===== src/core/irq_pkg.sv =====
package irq_pkg;
  localparam int NUM_SRC = 12;
  localparam int VEC_W = 16;
  localparam int REG_W = 8;
  localparam int MC_CLOCKS = 6;
  // register offsets on the plain register port
  localparam logic [3:0] OFF_EN_LOW = 4'h0;
  localparam logic [3:0] OFF_EN_HIGH = 4'h1;
  localparam logic [3:0] OFF_PRI_LOW_A = 4'h2;
  localparam logic [3:0] OFF_PRI_HIGH_A = 4'h3;
  localparam logic [3:0] OFF_PRI_LOW_B = 4'h4;
  localparam logic [3:0] OFF_PRI_HIGH_B = 4'h5;
  localparam logic [3:0] OFF_STATUS = 4'h6;
  localparam logic [3:0] OFF_MASK = 4'h7;
  localparam logic [3:0] OFF_ACTIVE = 4'h8;
  localparam logic [3:0] OFF_STATUS_HI = 4'h9;
  localparam logic [3:0] OFF_MASK_HI = 4'ha;
  localparam int GIE_BIT = 7;
  localparam logic [7:0] RST_REG = 8'h00;
  // source indices
  localparam int SRC_EXT0 = 0;
  localparam int SRC_TMR0 = 1;
  localparam int SRC_EXT1 = 2;
  localparam int SRC_TMR1 = 3;
  localparam int SRC_SER = 4;
  localparam int SRC_BROWN = 5;
  localparam int SRC_SBUS = 6;
  localparam int SRC_KEYP = 7;
  localparam int SRC_CMP2 = 8;
  localparam int SRC_WDOG = 9;
  localparam int SRC_CMP1 = 10;
  localparam int SRC_BTMO = 11;
  // enable bit position of each source in the 16-bit {high,low} enable word
  localparam int EN_POS [NUM_SRC] = '{0, 1, 2, 3, 4, 5, 8, 9, 10, 6, 13, 15};
  localparam logic [VEC_W-1:0] VECTOR [NUM_SRC] = '{16'h0003, 16'h000b, 16'h0013,
    16'h001b, 16'h0023, 16'h002b, 16'h0033, 16'h003b, 16'h0043, 16'h0053, 16'h0063,
    16'h0073};
  // polling rank, 1 is highest
  localparam int RANK [NUM_SRC] = '{1, 4, 6, 9, 11, 2, 5, 7, 10, 3, 8, 12};
  // wake-capable sources: ext0, ext1, brownout, keypad, cmp2, watchdog, cmp1
  localparam logic [NUM_SRC-1:0] WAKE_MASK = 12'h7a5;
endpackage


===== src/core/irq_arb_if.sv =====
interface irq_arb_if;
  logic [11:0] req;
  logic [23:0] lvl;
  logic found;
  logic [3:0] src;
  logic [1:0] level;
  modport top (output req, output lvl, input found, input src, input level);
  modport arb (input req, input lvl, output found, output src, output level);
endinterface


===== src/core/irq_arbiter.sv =====
// picks the highest level, then best polling rank, among requesting sources
module irq_arbiter (
  irq_arb_if.arb a
);
  always_comb begin
    int best_rank;
    best_rank = 13;
    a.found = 1'b0;
    a.src = 4'h0;
    a.level = 2'h0;
    for (int i = 0; i < irq_pkg::NUM_SRC; i++) begin
      if (a.req[i] && (!a.found || a.lvl[2*i +: 2] > a.level ||
          (a.lvl[2*i +: 2] == a.level && irq_pkg::RANK[i] < best_rank))) begin
        a.found = 1'b1;
        a.src = 4'(i);
        a.level = a.lvl[2*i +: 2];
        best_rank = irq_pkg::RANK[i];
      end
    end
  end
endmodule // irq_arbiter


===== src/core/four_level_interrupt_controller.sv =====
// Functional notes
// - four priority levels per source
// - twelve request inputs with own flags
// - per-source enable bit gates each request
// - global enable clear blocks every source
// - level from high and low priority bits
// - preempt only by strictly higher level
// - higher level wins among simultaneous requests
// - equal level resolved by fixed polling rank
// - vectors for first six sources
// - vectors for remaining six sources
// - only listed sources wake from power-down
// - serial-bus attention requests when enabled
module four_level_interrupt_controller #(
  // clocks per machine cycle; the tick counter serves 1 to 16
  parameter int CLOCKS_PER_MC = irq_pkg::MC_CLOCKS
) (
  // clock and reset
  input wire logic clk_i,
  input wire logic resetn_i,
  // register port
  input wire logic [3:0] addr_i,
  input wire logic [7:0] wdata_i,
  input wire logic wr_i,
  input wire logic rd_i,
  output logic [7:0] rdata_o,
  // request flags from peripherals (same clock domain)
  input wire logic [11:0] request_flags_i,
  // cpu core handshake
  output logic irq_req_o,
  output logic [15:0] vector_o,
  input wire logic vector_ack_i,
  input wire logic reti_i,
  // power-down wake and housekeeping interrupt
  output logic wakeup_o,
  output logic irq_o
);
  ////////////////////////////////////////////////////////////////////////
  // registers
  logic [7:0] enable_register_low;
  logic [7:0] enable_register_high;
  logic [7:0] priority_low_bits_a;
  logic [7:0] priority_high_bits_a;
  logic [7:0] priority_low_bits_b;
  logic [7:0] priority_high_bits_b;
  logic [11:0] event_status;
  logic [11:0] event_mask;
  logic [3:0] active_levels;
  logic [3:0] mc_count;
  logic mc_tick;
  logic [11:0] gated;
  logic [15:0] en_word;
  logic [23:0] levels;
  logic [7:0] next_rdata;
  logic [11:0] flags_q;
  logic [11:0] rise;
  logic [11:0] clr_stat;
  logic [1:0] cur_level;
  logic any_active;
  logic [3:0] next_active;
  logic [1:0] pend_level;
  logic pending;

  irq_arb_if arb_bus ();

  // the tick counter is four bits wide, so longer machine cycles are refused
  if (CLOCKS_PER_MC < 1 || CLOCKS_PER_MC > 16) begin : g_mc_range
    $error("machine cycle length out of range");
  end

  // level of one source from its two priority bits
  function automatic logic [1:0] src_level(input int i, input logic [7:0] ha,
      input logic [7:0] la, input logic [7:0] hb, input logic [7:0] lb);
    int p;
    p = irq_pkg::EN_POS[i];
    if (p < 8) begin
      src_level = {ha[p], la[p]};
    end else begin
      src_level = {hb[p-8], lb[p-8]};
    end
  endfunction

  ////////////////////////////////////////////////////////////////////////
  // machine cycle tick: arbitration only samples once per machine cycle
  always_ff @(posedge clk_i or negedge resetn_i) begin
    if (!resetn_i) begin
      mc_count <= 4'h0;
    end else if (mc_count == 4'(CLOCKS_PER_MC - 1)) begin
      mc_count <= 4'h0;
    end else begin
      mc_count <= mc_count + 4'h1;
    end
  end
  assign mc_tick = (mc_count == 4'(CLOCKS_PER_MC - 1));

  ////////////////////////////////////////////////////////////////////////
  // software writes to configuration
  always_ff @(posedge clk_i or negedge resetn_i) begin
    if (!resetn_i) begin
      enable_register_low <= irq_pkg::RST_REG;
      enable_register_high <= irq_pkg::RST_REG;
      priority_low_bits_a <= irq_pkg::RST_REG;
      priority_high_bits_a <= irq_pkg::RST_REG;
      priority_low_bits_b <= irq_pkg::RST_REG;
      priority_high_bits_b <= irq_pkg::RST_REG;
      event_mask <= 12'h000;
    end else if (wr_i) begin
      case (addr_i)
        irq_pkg::OFF_EN_LOW: enable_register_low <= wdata_i;
        irq_pkg::OFF_EN_HIGH: enable_register_high <= wdata_i;
        irq_pkg::OFF_PRI_LOW_A: priority_low_bits_a <= wdata_i;
        irq_pkg::OFF_PRI_HIGH_A: priority_high_bits_a <= wdata_i;
        irq_pkg::OFF_PRI_LOW_B: priority_low_bits_b <= wdata_i;
        irq_pkg::OFF_PRI_HIGH_B: priority_high_bits_b <= wdata_i;
        irq_pkg::OFF_MASK: event_mask[7:0] <= wdata_i;
        irq_pkg::OFF_MASK_HI: event_mask[11:8] <= wdata_i[3:0];
        default: ;
      endcase
    end
  end

  ////////////////////////////////////////////////////////////////////////
  // gating of request flags by enables
  always_comb begin
    en_word = {enable_register_high, enable_register_low};
    for (int i = 0; i < irq_pkg::NUM_SRC; i++) begin
      // a cleared global enable blocks all, a cleared own bit blocks one
      gated[i] = request_flags_i[i] && en_word[irq_pkg::EN_POS[i]]
                 && enable_register_low[irq_pkg::GIE_BIT];
      levels[2*i +: 2] = src_level(i, priority_high_bits_a, priority_low_bits_a,
                                   priority_high_bits_b, priority_low_bits_b);
    end
  end

  assign arb_bus.req = gated;
  assign arb_bus.lvl = levels;
  irq_arbiter u_arb (
    .a(arb_bus.arb)
  );

  ////////////////////////////////////////////////////////////////////////
  // highest level currently in service
  always_comb begin
    cur_level = 2'h0;
    any_active = |active_levels;
    for (int l = 0; l < 4; l++) begin
      if (active_levels[l]) begin
        cur_level = 2'(l);
      end
    end
  end

  ////////////////////////////////////////////////////////////////////////
  // latch the winner each machine cycle; held until acknowledged or the next tick
  always_ff @(posedge clk_i or negedge resetn_i) begin
    if (!resetn_i) begin
      pending <= 1'b0;
      pend_level <= 2'h0;
    end else if (vector_ack_i && pending) begin
      pending <= 1'b0;
    end else if (mc_tick) begin
      // a level-3 handler blocks all since nothing is strictly above it
      pending <= arb_bus.found && (!any_active || arb_bus.level > cur_level);
      // a request withdrawn before the tick drops the pending flag
      pend_level <= arb_bus.level;
    end
  end

  assign irq_req_o = pending;

  // vector latched with the winner, so the core fetches the level it acknowledges
  always_ff @(posedge clk_i or negedge resetn_i) begin
    if (!resetn_i) begin
      vector_o <= 16'h0000;
    end else if (mc_tick && !(vector_ack_i && pending)) begin
      vector_o <= irq_pkg::VECTOR[arb_bus.src];
    end
  end

  ////////////////////////////////////////////////////////////////////////
  // active level stack: ack marks a level, return releases the highest;
  // both in one cycle are applied, the release first
  always_comb begin
    next_active = active_levels;
    if (reti_i && any_active) begin
      next_active[cur_level] = 1'b0;
    end
    if (vector_ack_i && pending) begin
      next_active[pend_level] = 1'b1;
    end
  end

  always_ff @(posedge clk_i or negedge resetn_i) begin
    if (!resetn_i) begin
      active_levels <= 4'h0;
    end else begin
      active_levels <= next_active;
    end
  end

  ////////////////////////////////////////////////////////////////////////
  // wake from power-down: only wake-capable gated sources
  always_ff @(posedge clk_i or negedge resetn_i) begin
    if (!resetn_i) begin
      wakeup_o <= 1'b0;
    end else begin
      wakeup_o <= |(gated & irq_pkg::WAKE_MASK);
    end
  end

  ////////////////////////////////////////////////////////////////////////
  // sticky event status: rising request flags; set beats clear
  always_ff @(posedge clk_i or negedge resetn_i) begin
    if (!resetn_i) begin
      flags_q <= 12'h000;
    end else begin
      flags_q <= request_flags_i;
    end
  end
  assign rise = request_flags_i & ~flags_q;

  always_comb begin
    clr_stat = 12'h000;
    if (wr_i && addr_i == irq_pkg::OFF_STATUS) begin
      clr_stat[7:0] = wdata_i;
    end
    if (wr_i && addr_i == irq_pkg::OFF_STATUS_HI) begin
      clr_stat[11:8] = wdata_i[3:0];
    end
  end

  always_ff @(posedge clk_i or negedge resetn_i) begin
    if (!resetn_i) begin
      event_status <= 12'h000;
    end else begin
      event_status <= (event_status & ~clr_stat) | rise;
    end
  end

  // a set mask bit hides its status bit from the interrupt line
  assign irq_o = |(event_status & ~event_mask);

  ////////////////////////////////////////////////////////////////////////
  // read data, valid the cycle after the strobe; unmapped reads zero
  always_comb begin
    next_rdata = 8'h00;
    case (addr_i)
      irq_pkg::OFF_EN_LOW: next_rdata = enable_register_low;
      irq_pkg::OFF_EN_HIGH: next_rdata = enable_register_high;
      irq_pkg::OFF_PRI_LOW_A: next_rdata = priority_low_bits_a;
      irq_pkg::OFF_PRI_HIGH_A: next_rdata = priority_high_bits_a;
      irq_pkg::OFF_PRI_LOW_B: next_rdata = priority_low_bits_b;
      irq_pkg::OFF_PRI_HIGH_B: next_rdata = priority_high_bits_b;
      irq_pkg::OFF_STATUS: next_rdata = event_status[7:0];
      irq_pkg::OFF_MASK: next_rdata = event_mask[7:0];
      irq_pkg::OFF_ACTIVE: next_rdata = {4'h0, active_levels};
      irq_pkg::OFF_STATUS_HI: next_rdata = {4'h0, event_status[11:8]};
      irq_pkg::OFF_MASK_HI: next_rdata = {4'h0, event_mask[11:8]};
      default: next_rdata = 8'h00;
    endcase
  end

  always_ff @(posedge clk_i or negedge resetn_i) begin
    if (!resetn_i) begin
      rdata_o <= 8'h00;
    end else if (rd_i) begin
      rdata_o <= next_rdata;
    end else begin
      rdata_o <= 8'h00;
    end
  end
endmodule // four_level_interrupt_controller


===== config.mk =====
export PLATFORM = sky130hd
export DESIGN_NAME = four_level_interrupt_controller
export DESIGN_NICKNAME = d
export VERILOG_FILES = /design/src/core/irq_pkg.sv /design/src/core/irq_arb_if.sv /design/src/core/irq_arbiter.sv /design/src/core/four_level_interrupt_controller.sv
export SDC_FILE = /design/constraint.sdc
export NUM_CORES = 1
export LEC_CHECK = 0
export ABC_AREA = 0
export BUFFER_PORTS_ARGS = -buffer_cell sky130_fd_sc_hd__buf_2
export CAP_MARGIN = 20
export CORE_MARGIN = 2
export CORE_UTILIZATION = 35
export DETAILED_ROUTE_END_ITERATION = 10
export SYNTH_ARGS = -nofsm -noshare
export SYNTH_HDL_FRONTEND = slang
export SYNTH_SLANG_ARGS = --single-unit

===== constraint.sdc =====
create_clock -name clk_i -period 16.3 [get_ports clk_i]
set_input_delay 1.63 -clock clk_i [delete_from_list [all_inputs] [get_ports clk_i]]
set_output_delay 1.63 -clock clk_i [all_outputs]
set_load 0.02 [all_outputs]

==> run metrics, run 1 <==
outcome finished, final reports clean; die height 139.1 um; Core Region 17960 um^2; clock transition at the registers of the reported paths 0.08 ns; WS Path Type input port to flop; final global-route overflow total 0; Final Skew 0.01077 ns; FMAX 64.26 MHz; # IOs 57; fin crit period 15.56 ns; placed wire-length estimate 13.35 mm; Final Max Tran Viols 0; Final Setup Violations 0; final WL 18.39 mm; #FFs+latches synth 109; Num CTS Buffers 9; largest net degree at the start of global routing 72; Static Leak 3.528 nW; Max-slew headroom 33.65%; Max IR drop VDD 67.78 uV; period utilization 95.47%; IO buf count 46; Die X 139.1 um; pre-CTS setup slack -0.3292 ns; Worst Tran Pin Value 0.9933 ns; delay-heaviest family, CP compound AO/OA/AOI/OAI gates; Clock Latency Late Sink 0.36 ns; CTS root buf clkbuf_16; gr usage total 18.63%; worst hold path class flop to flop; total power 1.012 mW; Syn Area/Cell 9.831 um^2; EDFF count, synth 0; DR iter-0 viols 388; Setup WS post-layout 0.7383 ns; drt wl/cell 19.12 um; global-route wire length before repair 28.33 mm; htree depth 3; Finished Cell Area 7647 um^2; register area share after synthesis 42.69%; Ys Warns 0; n_diodes 0; critical path required time 16.59 ns; worst path bufs/invs 8; critical path arrival 15.85 ns; DRC 0; Slowest cell on crit path o41ai_4; antenna violations before repair 0; hold_buf cts 0; Placed Area 6995 um^2; crit path max fanout 7; asr flop ratio synth 100.0%; number of global-route vias before repair 5054; die area 19350 um^2; most frequent cells in the layout dfrtp_1, nand2_1, mux2_2, inv_1, buf_4; Worst setup SP type input port; synth-to-layout area growth 19.68%; DR vias 5304; Mapped Cells 650; clock buffer depth 2; Crit. End Element flop; # rows 49; share of layout cells above drive strength 1 31.24%; iteration count of the initial detailed-routing pass 6; Crit path top cell by count ha_1; mapped cell area 6390 um^2; Max-Cap Viols 0; CTS tree yes; Cell variety after synth 69; initial core utilization 35.57%; Power Density 132.4 nW/um^2; commonest non-fill, non-tap cell in the layout dfrtp_1; Via density 5.514; delay of the slowest critical-path stage 0.59 ns; antenna-violating nets left 0; Fill cells 1746; Sink Count 109; Final nets 782; ys flop type dfrtp_1; Final Hold Fails 0; Placer Congestion 0.8689
## kinds of logic (layout without fill, tap and decap cells)
family | Yosys count | in the layout | synth area share, %
and+or+nand+nor | 182 | 182 | 13.26
AOI/OAI and AO/OA | 165 | 165 | 17.68
DFF | 109 | 109 | 42.69
muxes | 84 | 84 | 15.78
buffers and inverters | 84 | 158 | 5.698
adders and majority gates | 24 | 24 | 4.699
other | 1 | 10 | 0.05869
xor gates and xnor gates | 1 | 1 | 0.1371
## worst paths after layout
check,start,to,slack (ns),cells past startpoint
max in group asynchronous,resetn_i,priority_low_bits_b[5],13.75,2
min in group asynchronous,resetn_i,flags_q[0],1.23,1
worst min-delay path,flags_q[6],event_status[6],0.41,1
worst max register to register,enable_register_low[7],irq_req_o,1.56,80
worst min register to register,flags_q[6],event_status[6],0.41,1
worst max-delay path,request_flags_i[0],irq_req_o,0.74,81
## cells in the mapped netlist, types with 4 or more instances
master	count	share of area (%)
a211oi_1	5	0.59
a21o_1	9	1.1
a21oi_1	35	2.7
a221oi_1	4	0.55
a22oi_1	6	0.70
a31oi_1	11	1.1
and2_1	5	0.49
and3_1	6	0.59
buf_4	12	1.4
clkbuf_1	16	0.94
dfrtp_1	109	43
ha_1	24	4.7
inv_1	50	2.9
mux2_2	64	11
mux2i_1	13	2.0
mux4_2	7	2.5
nand2_1	82	4.8
nand2b_1	7	0.69
nand3_1	19	1.5
nor2_1	29	1.7
nor2b_1	15	1.5
o211ai_1	5	0.59
o21ai_0	38	3.0
o22ai_1	6	0.59
or3_1	4	0.39
## final cells by class
type	count	area [um^2]	area share (%)
multi-input cells	466	3561	46.56
inverters	51	191.4	2.503
clock buffers	11	252.7	3.305
repair buffers	91	570.5	7.461
clock inverters	5	57.56	0.7526
well taps	229	286.5	3.747
flip-flops and latches	109	2728	35.67
## metrics by stage
| step | TNS (ns) | cells | util [%] | hold WS (ns) |
|---|---|---|---|---|
| 6_report | 0 | 962 | 42.57 | 0.4125 |
| 5_1_grt | -0.1971 | 962 | 42.57 | 0.4272 |
| 4_1_cts | 0 | 947 | 40.70 | 0.4198 |
| 3_5_place_dp | -0.3292 | 931 | 38.94 | 0.4096 |
| 3_3_place_gp | 0 | 931 | 38.94 | 0.4032 |
| 2_1_floorplan | 0 | 659 | - | 0.3996 |
## worst register-to-register path: cells and delay by family (launching register included)
family                     cells  cell delay, ns
AOI/OAI and AO/OA             38            6.43
and+or+nand+nor               22            3.43
adders and majority gates     12            3.09
buffers and inverters          7            0.87
DFF                            1            0.51
muxes                          1            0.31
## sequential cells by signal, summed over array words and instances (netlist names)
name and count:
active_levels 4, enable_register_high 8, enable_register_low 8, event_mask 12, event_status 12, flags_q 12, irq_req_o 1, mc_count 4
pend_level 2, priority_high_bits_a 8, priority_high_bits_b 8, priority_low_bits_a 8, priority_low_bits_b 8, rdata_o 8, vector_o 5, wakeup_o 1
## per-layer routing
layer | vias up | global-route usage [%] | part of all wire (%)
li1 | 2470 | - | -
met1 | 2638 | 26.14 | 46
met2 | 167 | 29.84 | 47
met3 | 29 | 2.659 | 5.1
met4 | 0 | 6.007 | 2.4
met5 | - | 0 | 0
## repair_timing
action                                  in CTS  in global routing
setup buffers                                0                 15
pin swaps                                    0                 24
gates cloned                                 0                  0
endpoints found under the setup margin       1                  7
resized for setup                            1                 52
## where the power goes
part	total (mW)	leakage, nW	internal (mW)	switching, mW
clock	0.231	0.156	0.128	0.103
combinational	0.407	2.06	0.197	0.211
sequential	0.374	1.31	0.319	0.0553
Note: power is estimated with default switching activity, not from simulation.
==> inputs of run 2 (changes only) <==
--- a/config.mk
+++ b/config.mk
@@ -12,4 +12,5 @@
 export CORE_UTILIZATION = 35
 export DETAILED_ROUTE_END_ITERATION = 10
+export GPL_TIMING_DRIVEN = 0
 export SYNTH_ARGS = -nofsm -noshare
 export SYNTH_HDL_FRONTEND = slang
==> constraint.sdc (replaced) <==
create_clock -name clk_i -period 16.3 [get_ports clk_i]
set_input_delay 1.63 -clock clk_i [delete_from_list [all_inputs] [get_ports clk_i]]
set_output_delay 1.63 -clock clk_i [all_outputs]
set_load 0.01 [all_outputs]
==> run 2 against run 1 <==
Register-to-register slack better by 0.08 ns. Power down 0.31%. Core utilization up 0.45 points. Clock power up 8%. Flip-flop and latch count unchanged. Final cell count up 1.2%. Global-route usage up 0.45 points. Cell area up 1.1%. Die area unchanged. Worst hold slack better by 0.0043 ns. Non-clock buffer count up 12. Clock-buffer cell count up 2. Critical endpoint unchanged.
==> run metrics, run 2 (same netlist as run 1, synthesis figures left out) <==
outcome finished, final reports clean; IO buf count 41 (-11%); most frequent cells in the layout dfrtp_1, nand2_1, mux2_2, inv_1; period utilization 95.66% (+0.19 points); clock buffer depth 2 (unchanged); final global-route overflow total 0 (unchanged); Hold Path Cell Cnt 1 (unchanged); Final Skew 0.007166 ns (-0.003602 ns); commonest non-fill, non-tap cell in the layout dfrtp_1; iteration count of the initial detailed-routing pass 5 (-1); delay of the slowest critical-path stage 0.44 ns (-0.15 ns); placed wire-length estimate 13.56 mm (+1.5%); Worst Hold Path EP event_status[2]; critical path required time 16.54 ns (-0.05 ns); share of layout cells above drive strength 1 29.80% (-1.4 points); antenna violations before repair 0 (unchanged); DR iter-0 viols 483 (+24%); total power 1.009 mW (-0.31%); Logic pwr share 38.3% (-1.9 points); Num CTS Buffers 9 (unchanged); Max-slew headroom 38.81% (+5.2 points); Final Max Tran Viols 0 (unchanged); Clock Latency Late Sink 0.36 ns (about the same); Power Density 130.6 nW/um^2 (-1.4%); die height 139.1 um (unchanged); reg2reg end irq_req_o; Worst setup SP type input port; initial core utilization 35.57% (unchanged); Crit. End Element flop; synth-to-layout area growth 20.95%; CTS tree yes; R2R Setup Slk 1.64 ns (+0.08 ns); # IOs 57 (unchanged); drt wl/cell 19.19 um (+0.35%); Hold Startpoint flags_q[2]; clock transition at the registers of the reported paths 0.07 ns (about the same); Switching Share 34.95% (-1.5 points); Max IR drop VDD 64.26 uV (-5.2%); crit path max fanout 7 (unchanged); hold_buf cts 0 (unchanged); fin crit period 15.59 ns (+0.03148 ns); Max-Cap Viols 0 (unchanged); largest net degree at the start of global routing 71 (-1.4%); global-route wire length before repair 28.75 mm (+1.5%); Core Region 17960 um^2 (unchanged); Worst Tran Pin Value 0.9145 ns (-0.07880 ns); Fill cells 1722 (-1.4%); number of global-route vias before repair 5111 (+1.1%); Sink Count 109 (unchanged); Clk pwr share 24.7% (+1.9 points); Power Internal 656.5 uW (+2.1%); CTS root buf clkbuf_16; n_diodes 0 (unchanged); Slowest cell on crit path or3_2; FMAX 64.13 MHz (-0.20%); r2r startpoint enable_register_low[7]; sequential power share 37.0% (about the same); DRC 0 (unchanged); gr usage total 19.08% (+0.45 points); Static Leak 3.546 nW (+0.53%); final setup TNS 0 ns (unchanged); path depth of the worst reg2reg path 81 (+1.3%); Final Hold Fails 0 (unchanged); # rows 49 (unchanged); Placer Congestion 0.8968 (+3.2%); Via density 5.525 (+0.20%); Final nets 794 (+1.5%); WS Path Type input port to flop; Final Setup Violations 0 (unchanged); DR vias 5381 (+1.5%); worst hold path class flop to flop; die area 19350 um^2 (unchanged); Die X 139.1 um (unchanged); Net Switching 352.8 uW (-4.5%); WHS 0.4168 ns (+0.004263 ns); final WL 18.69 mm (+1.6%); antenna-violating nets left 0 (unchanged); largest registers event_mask: 12 flops, event_status: 12 flops, flags_q: 12 flops; htree depth 3 (unchanged); critical path arrival 15.84 ns (about the same); Crit path top cell by count ha_1
run 2: cell types whose count changed in the layout (fill, tap and decap cells not counted), moves of 2 or more:
cell      before  now
o21ai_1        4    6
o21ai_0       30   28
buf_4         46   42
nor2b_2        4    1
clkbuf_8       2    4
nand2_2        0    2
nand2_1       82   80
buf_1          0    2
buf_2         45   42
clkbuf_1       0   15
nor2b_1       11   14
run 2: worst max-delay path by stage:
stage,startpoint,to,slack (ns),cells after the start
floorplan,request_flags_i[0],irq_req_o,0.48,78
finish,request_flags_i[0],irq_req_o,0.71,82
global placement,request_flags_i[0],irq_req_o,-1.90,80
CTS,request_flags_i[0],irq_req_o,0.02,79
global route,request_flags_i[0],irq_req_o,-0.12,82
detailed placement,request_flags_i[0],irq_req_o,-2.05,80
run 2: final cells by class:
cell class | instances | area [um^2] | share of cell area [%]
buffer | 32 | 168.9 | 2.186
clock buffer | 13 | 280.3 | 3.626
clock inverter | 3 | 65.06 | 0.8418
inverter | 51 | 191.4 | 2.477
multi-input combinational | 466 | 3553 | 45.98
sequential | 109 | 2728 | 35.29
tap | 229 | 286.5 | 3.707
timing repair buffer | 71 | 455.4 | 5.893
run 2: worst max-delay path, delay by kind of cell:
family                   cells  cell delay [ns]
adder cells (fa/ha/maj)     12             3.14
multiplexers                 1             0.34
AO/OA/AOI/OAI               42             7.26
buffers and inverters        7             0.91
AND/OR/NAND/NOR             20             2.52
run 2: repair_timing:
action	CTS	global route
endpoints found under the hold margin	0	0
pin swaps	4	27
setup buffers	9	20
endpoints found under the setup margin	7	7
resized for setup	18	37
run 2: stage by stage:
step                      instance area (um^2)  worst slack (ns)  cells  util (%)
after global placement                    6915            -1.897    929     38.50
after CTS                                 7423           0.02034    954     41.32
after global routing                      7729           -0.1211    974     43.02
after floorplan                           6424            0.4818    659         -
final                                     7729            0.7068    974     43.02
after detailed placement                  6945            -2.045    930     38.66
run 2: layer usage:
metal  track usage [%]  up-vias  share of wire (%)
li1                  -     2493                  -
met1             25.86     2639                 44
met2             30.85      213                 47
met3             3.695       36                6.3
met4             6.273        0                2.5
met5                 0        -                  0
run 2: power groups by stage:
stage	registers, mW	clock network (mW)	logic [mW]
final	0.373	0.250	0.386
after global routing	0.379	0.263	0.427
after CTS	0.371	0.253	0.326
after detailed placement	0.376	0	0.305
after global placement	0.375	0	0.301
after floorplan	0.356	0	0.228
==> inputs of run 3 (changes only) <==
- CORE_ASPECT_RATIO: not set -> 1.75
==> run 3 against run 2 <==
Clock-buffer cell count down 4. Critical path depth down 3. Non-clock buffer count down 5. Clock power down 4%. Clock skew up 0.0049 ns. First-iteration DRC count down 36%. Global-route usage up 2.0 points. Power up 0.84%. Wire length up 5.3%. Core utilization down 0.094 points. Sequential share of layout area up 0.057 points. Combinational power up 4%.
==> run metrics, run 3 (same netlist as run 1, synthesis figures left out) <==
worst hold path class flop to flop; Hold Path Cell Cnt 1 (unchanged); critical path arrival 15.78 ns (-0.06 ns); Crit. End Element flop; final setup TNS 0 ns (unchanged); Setup WS post-layout 0.7739 ns (+0.06703 ns); Final Util 42.93% (-0.094 points); share of layout cells above drive strength 1 30.14% (+0.34 points); most frequent cells in the layout dfrtp_1, nand2_1, mux2_2, inv_1, buf_2; Via density 5.516 (-0.15%); Power Density 131.9 nW/um^2 (+1.0%); Placed Instances 935 (+0.54%); delay-heaviest family, CP compound AO/OA/AOI/OAI gates; global-route wire length before repair 30.59 mm (+6.4%); placed wire-length estimate 14.83 mm (+9.4%); crit path max fanout 7 (unchanged); FMAX 64.41 MHz (+0.43%); hold_buf cts 0 (unchanged); Die X 106.1 um (-24%); synth-to-layout area growth 20.76%; Final Hold Fails 0 (unchanged); worst path bufs/invs 4 (-3); Worst Hold Path EP event_status[4]; Crit path top cell by count ha_1; Static Leak 3.517 nW (-0.83%); delay of the slowest critical-path stage 0.44 ns (about the same); DRC 0 (unchanged); WHS 0.4181 ns (+0.001309 ns); Finished Layout Cells 974 (unchanged); period utilization 95.25% (-0.41 points); IO buf count 41 (unchanged); # rows 65 (+33%); clock transition at the registers of the reported paths 0.08 ns (about the same); commonest non-fill, non-tap cell in the layout dfrtp_1; WS Path Type input port to flop; Placer Congestion 0.9432 (+5.2%); reg2reg end irq_req_o; clock buffer depth 2 (unchanged); antenna-violating nets left 0 (unchanged); DR vias 5373 (-0.15%); die height 182.7 um (+31%); R2R Setup Slk 1.68 ns (+0.04 ns); Finished Cell Area 7716 um^2 (-0.16%); gr usage total 21.04% (+2.0 points); initial core utilization 35.55% (about the same); Max IR drop VDD 50.35 uV (-22%); Final nets 789 (-0.63%); Num CTS Buffers 9 (unchanged); CTS root buf clkbuf_16; antenna violations before repair 0 (unchanged); DR iter-0 viols 310 (-36%); CTS tree yes; largest net degree at the start of global routing 60 (-15%); Final Max Tran Viols 0 (unchanged); fin crit period 15.53 ns (-0.06703 ns); number of global-route vias before repair 5525 (+8.1%); pre-CTS setup slack -2.389 ns (-0.3435 ns); Fill cells 1775 (+3.1%); critical path required time 16.56 ns (+0.02 ns); path depth of the worst reg2reg path 78 (-3.7%); largest registers event_mask: 12 flops, event_status: 12 flops, flags_q: 12 flops; Final Skew 0.01207 ns (+0.004899 ns); Clock Latency Late Sink 0.37 ns (about the same); final global-route overflow total 0 (unchanged); drt wl/cell 20.20 um (+5.3%); total power 1.018 mW (+0.84%); final WL 19.67 mm (+5.3%); Worst setup SP type input port; Final Setup Violations 0 (unchanged); Sink Count 109 (unchanged); r2r startpoint enable_register_low[0]; Max-Cap Viols 0 (unchanged); n_diodes 0 (unchanged); Placed Area 6952 um^2 (about the same); # IOs 57 (unchanged); Worst Tran Pin Value 0.9295 ns (+0.01504 ns); htree depth 3 (unchanged); Max-slew headroom 37.80% (-1.0 points); Hold Startpoint flags_q[4]; iteration count of the initial detailed-routing pass 7 (+2); die area 19400 um^2 (+0.23%); Core Region 17970 um^2 (about the same); outcome finished, final reports clean; Slowest cell on crit path or3_2
-- run 3: cell count changes in the layout (fill, tap and decap cells not counted), sizes merged --
| cell | before | now |
|---|---|---|
| buf | 87 | 83 |
| clkinv | 1 | 3 |
| bufinv | 2 | 1 |
| inv | 51 | 54 |
| clkbuf | 29 | 24 |
-- run 3: how the worst max path moves through the flow --
| stage | startpoint | endpoint | slack [ns] | depth (start not counted) |
|---|---|---|---|---|
| 3_3_place_gp | request_flags_i[0] | irq_req_o | -2.20 | 80 |
| 3_5_place_dp | request_flags_i[0] | irq_req_o | -2.39 | 80 |
| 4_1_cts | request_flags_i[0] | irq_req_o | 0.001 | 80 |
| 5_1_grt | request_flags_i[0] | irq_req_o | -0.09 | 78 |
| 2_1_floorplan | request_flags_i[0] | irq_req_o | 0.48 | 78 |
| 6_report | request_flags_i[0] | irq_req_o | 0.77 | 79 |
-- run 3: area by class of cell --
| cell class | instances | area (um^2) | share of cell area, % |
|---|---|---|---|
| Timing Repair Buffer | 66 | 415.4 | 5.383 |
| Tap cell | 234 | 292.8 | 3.794 |
| Clock inverter | 7 | 100.1 | 1.297 |
| Sequential cell | 109 | 2728 | 35.35 |
| Clock buffer | 9 | 225.2 | 2.919 |
| Buffer | 32 | 168.9 | 2.189 |
| Multi-Input combinational cell | 466 | 3595 | 46.59 |
| Inverter | 51 | 191.4 | 2.481 |
-- run 3: metal layers --
metal  up-vias  track usage (%)  part of all wire, %
met4         0            16.74                  8.5
met1      2629            23.07                   37
li1       2497                -                    -
met3        67            2.452                  3.5
met2       180            36.31                   51
met5         -                0                    0
-- run 3: what timing repair did --
| item | CTS | global route |
|---|---|---|
| pin swaps | 7 | 24 |
| setup buffers | 9 | 15 |
| setup endpoints to repair | 7 | 7 |
| resized for setup | 24 | 36 |
-- run 3: power breakdown --
| group | internal [mW] | leakage (nW) | switching [mW] | total [mW] |
|---|---|---|---|---|
| combinational | 0.193 | 2.05 | 0.209 | 0.402 |
| sequential | 0.318 | 1.31 | 0.0574 | 0.376 |
| clock | 0.124 | 0.158 | 0.116 | 0.240 |
| total | 0.636 | 3.52 | 0.382 | 1.02 |
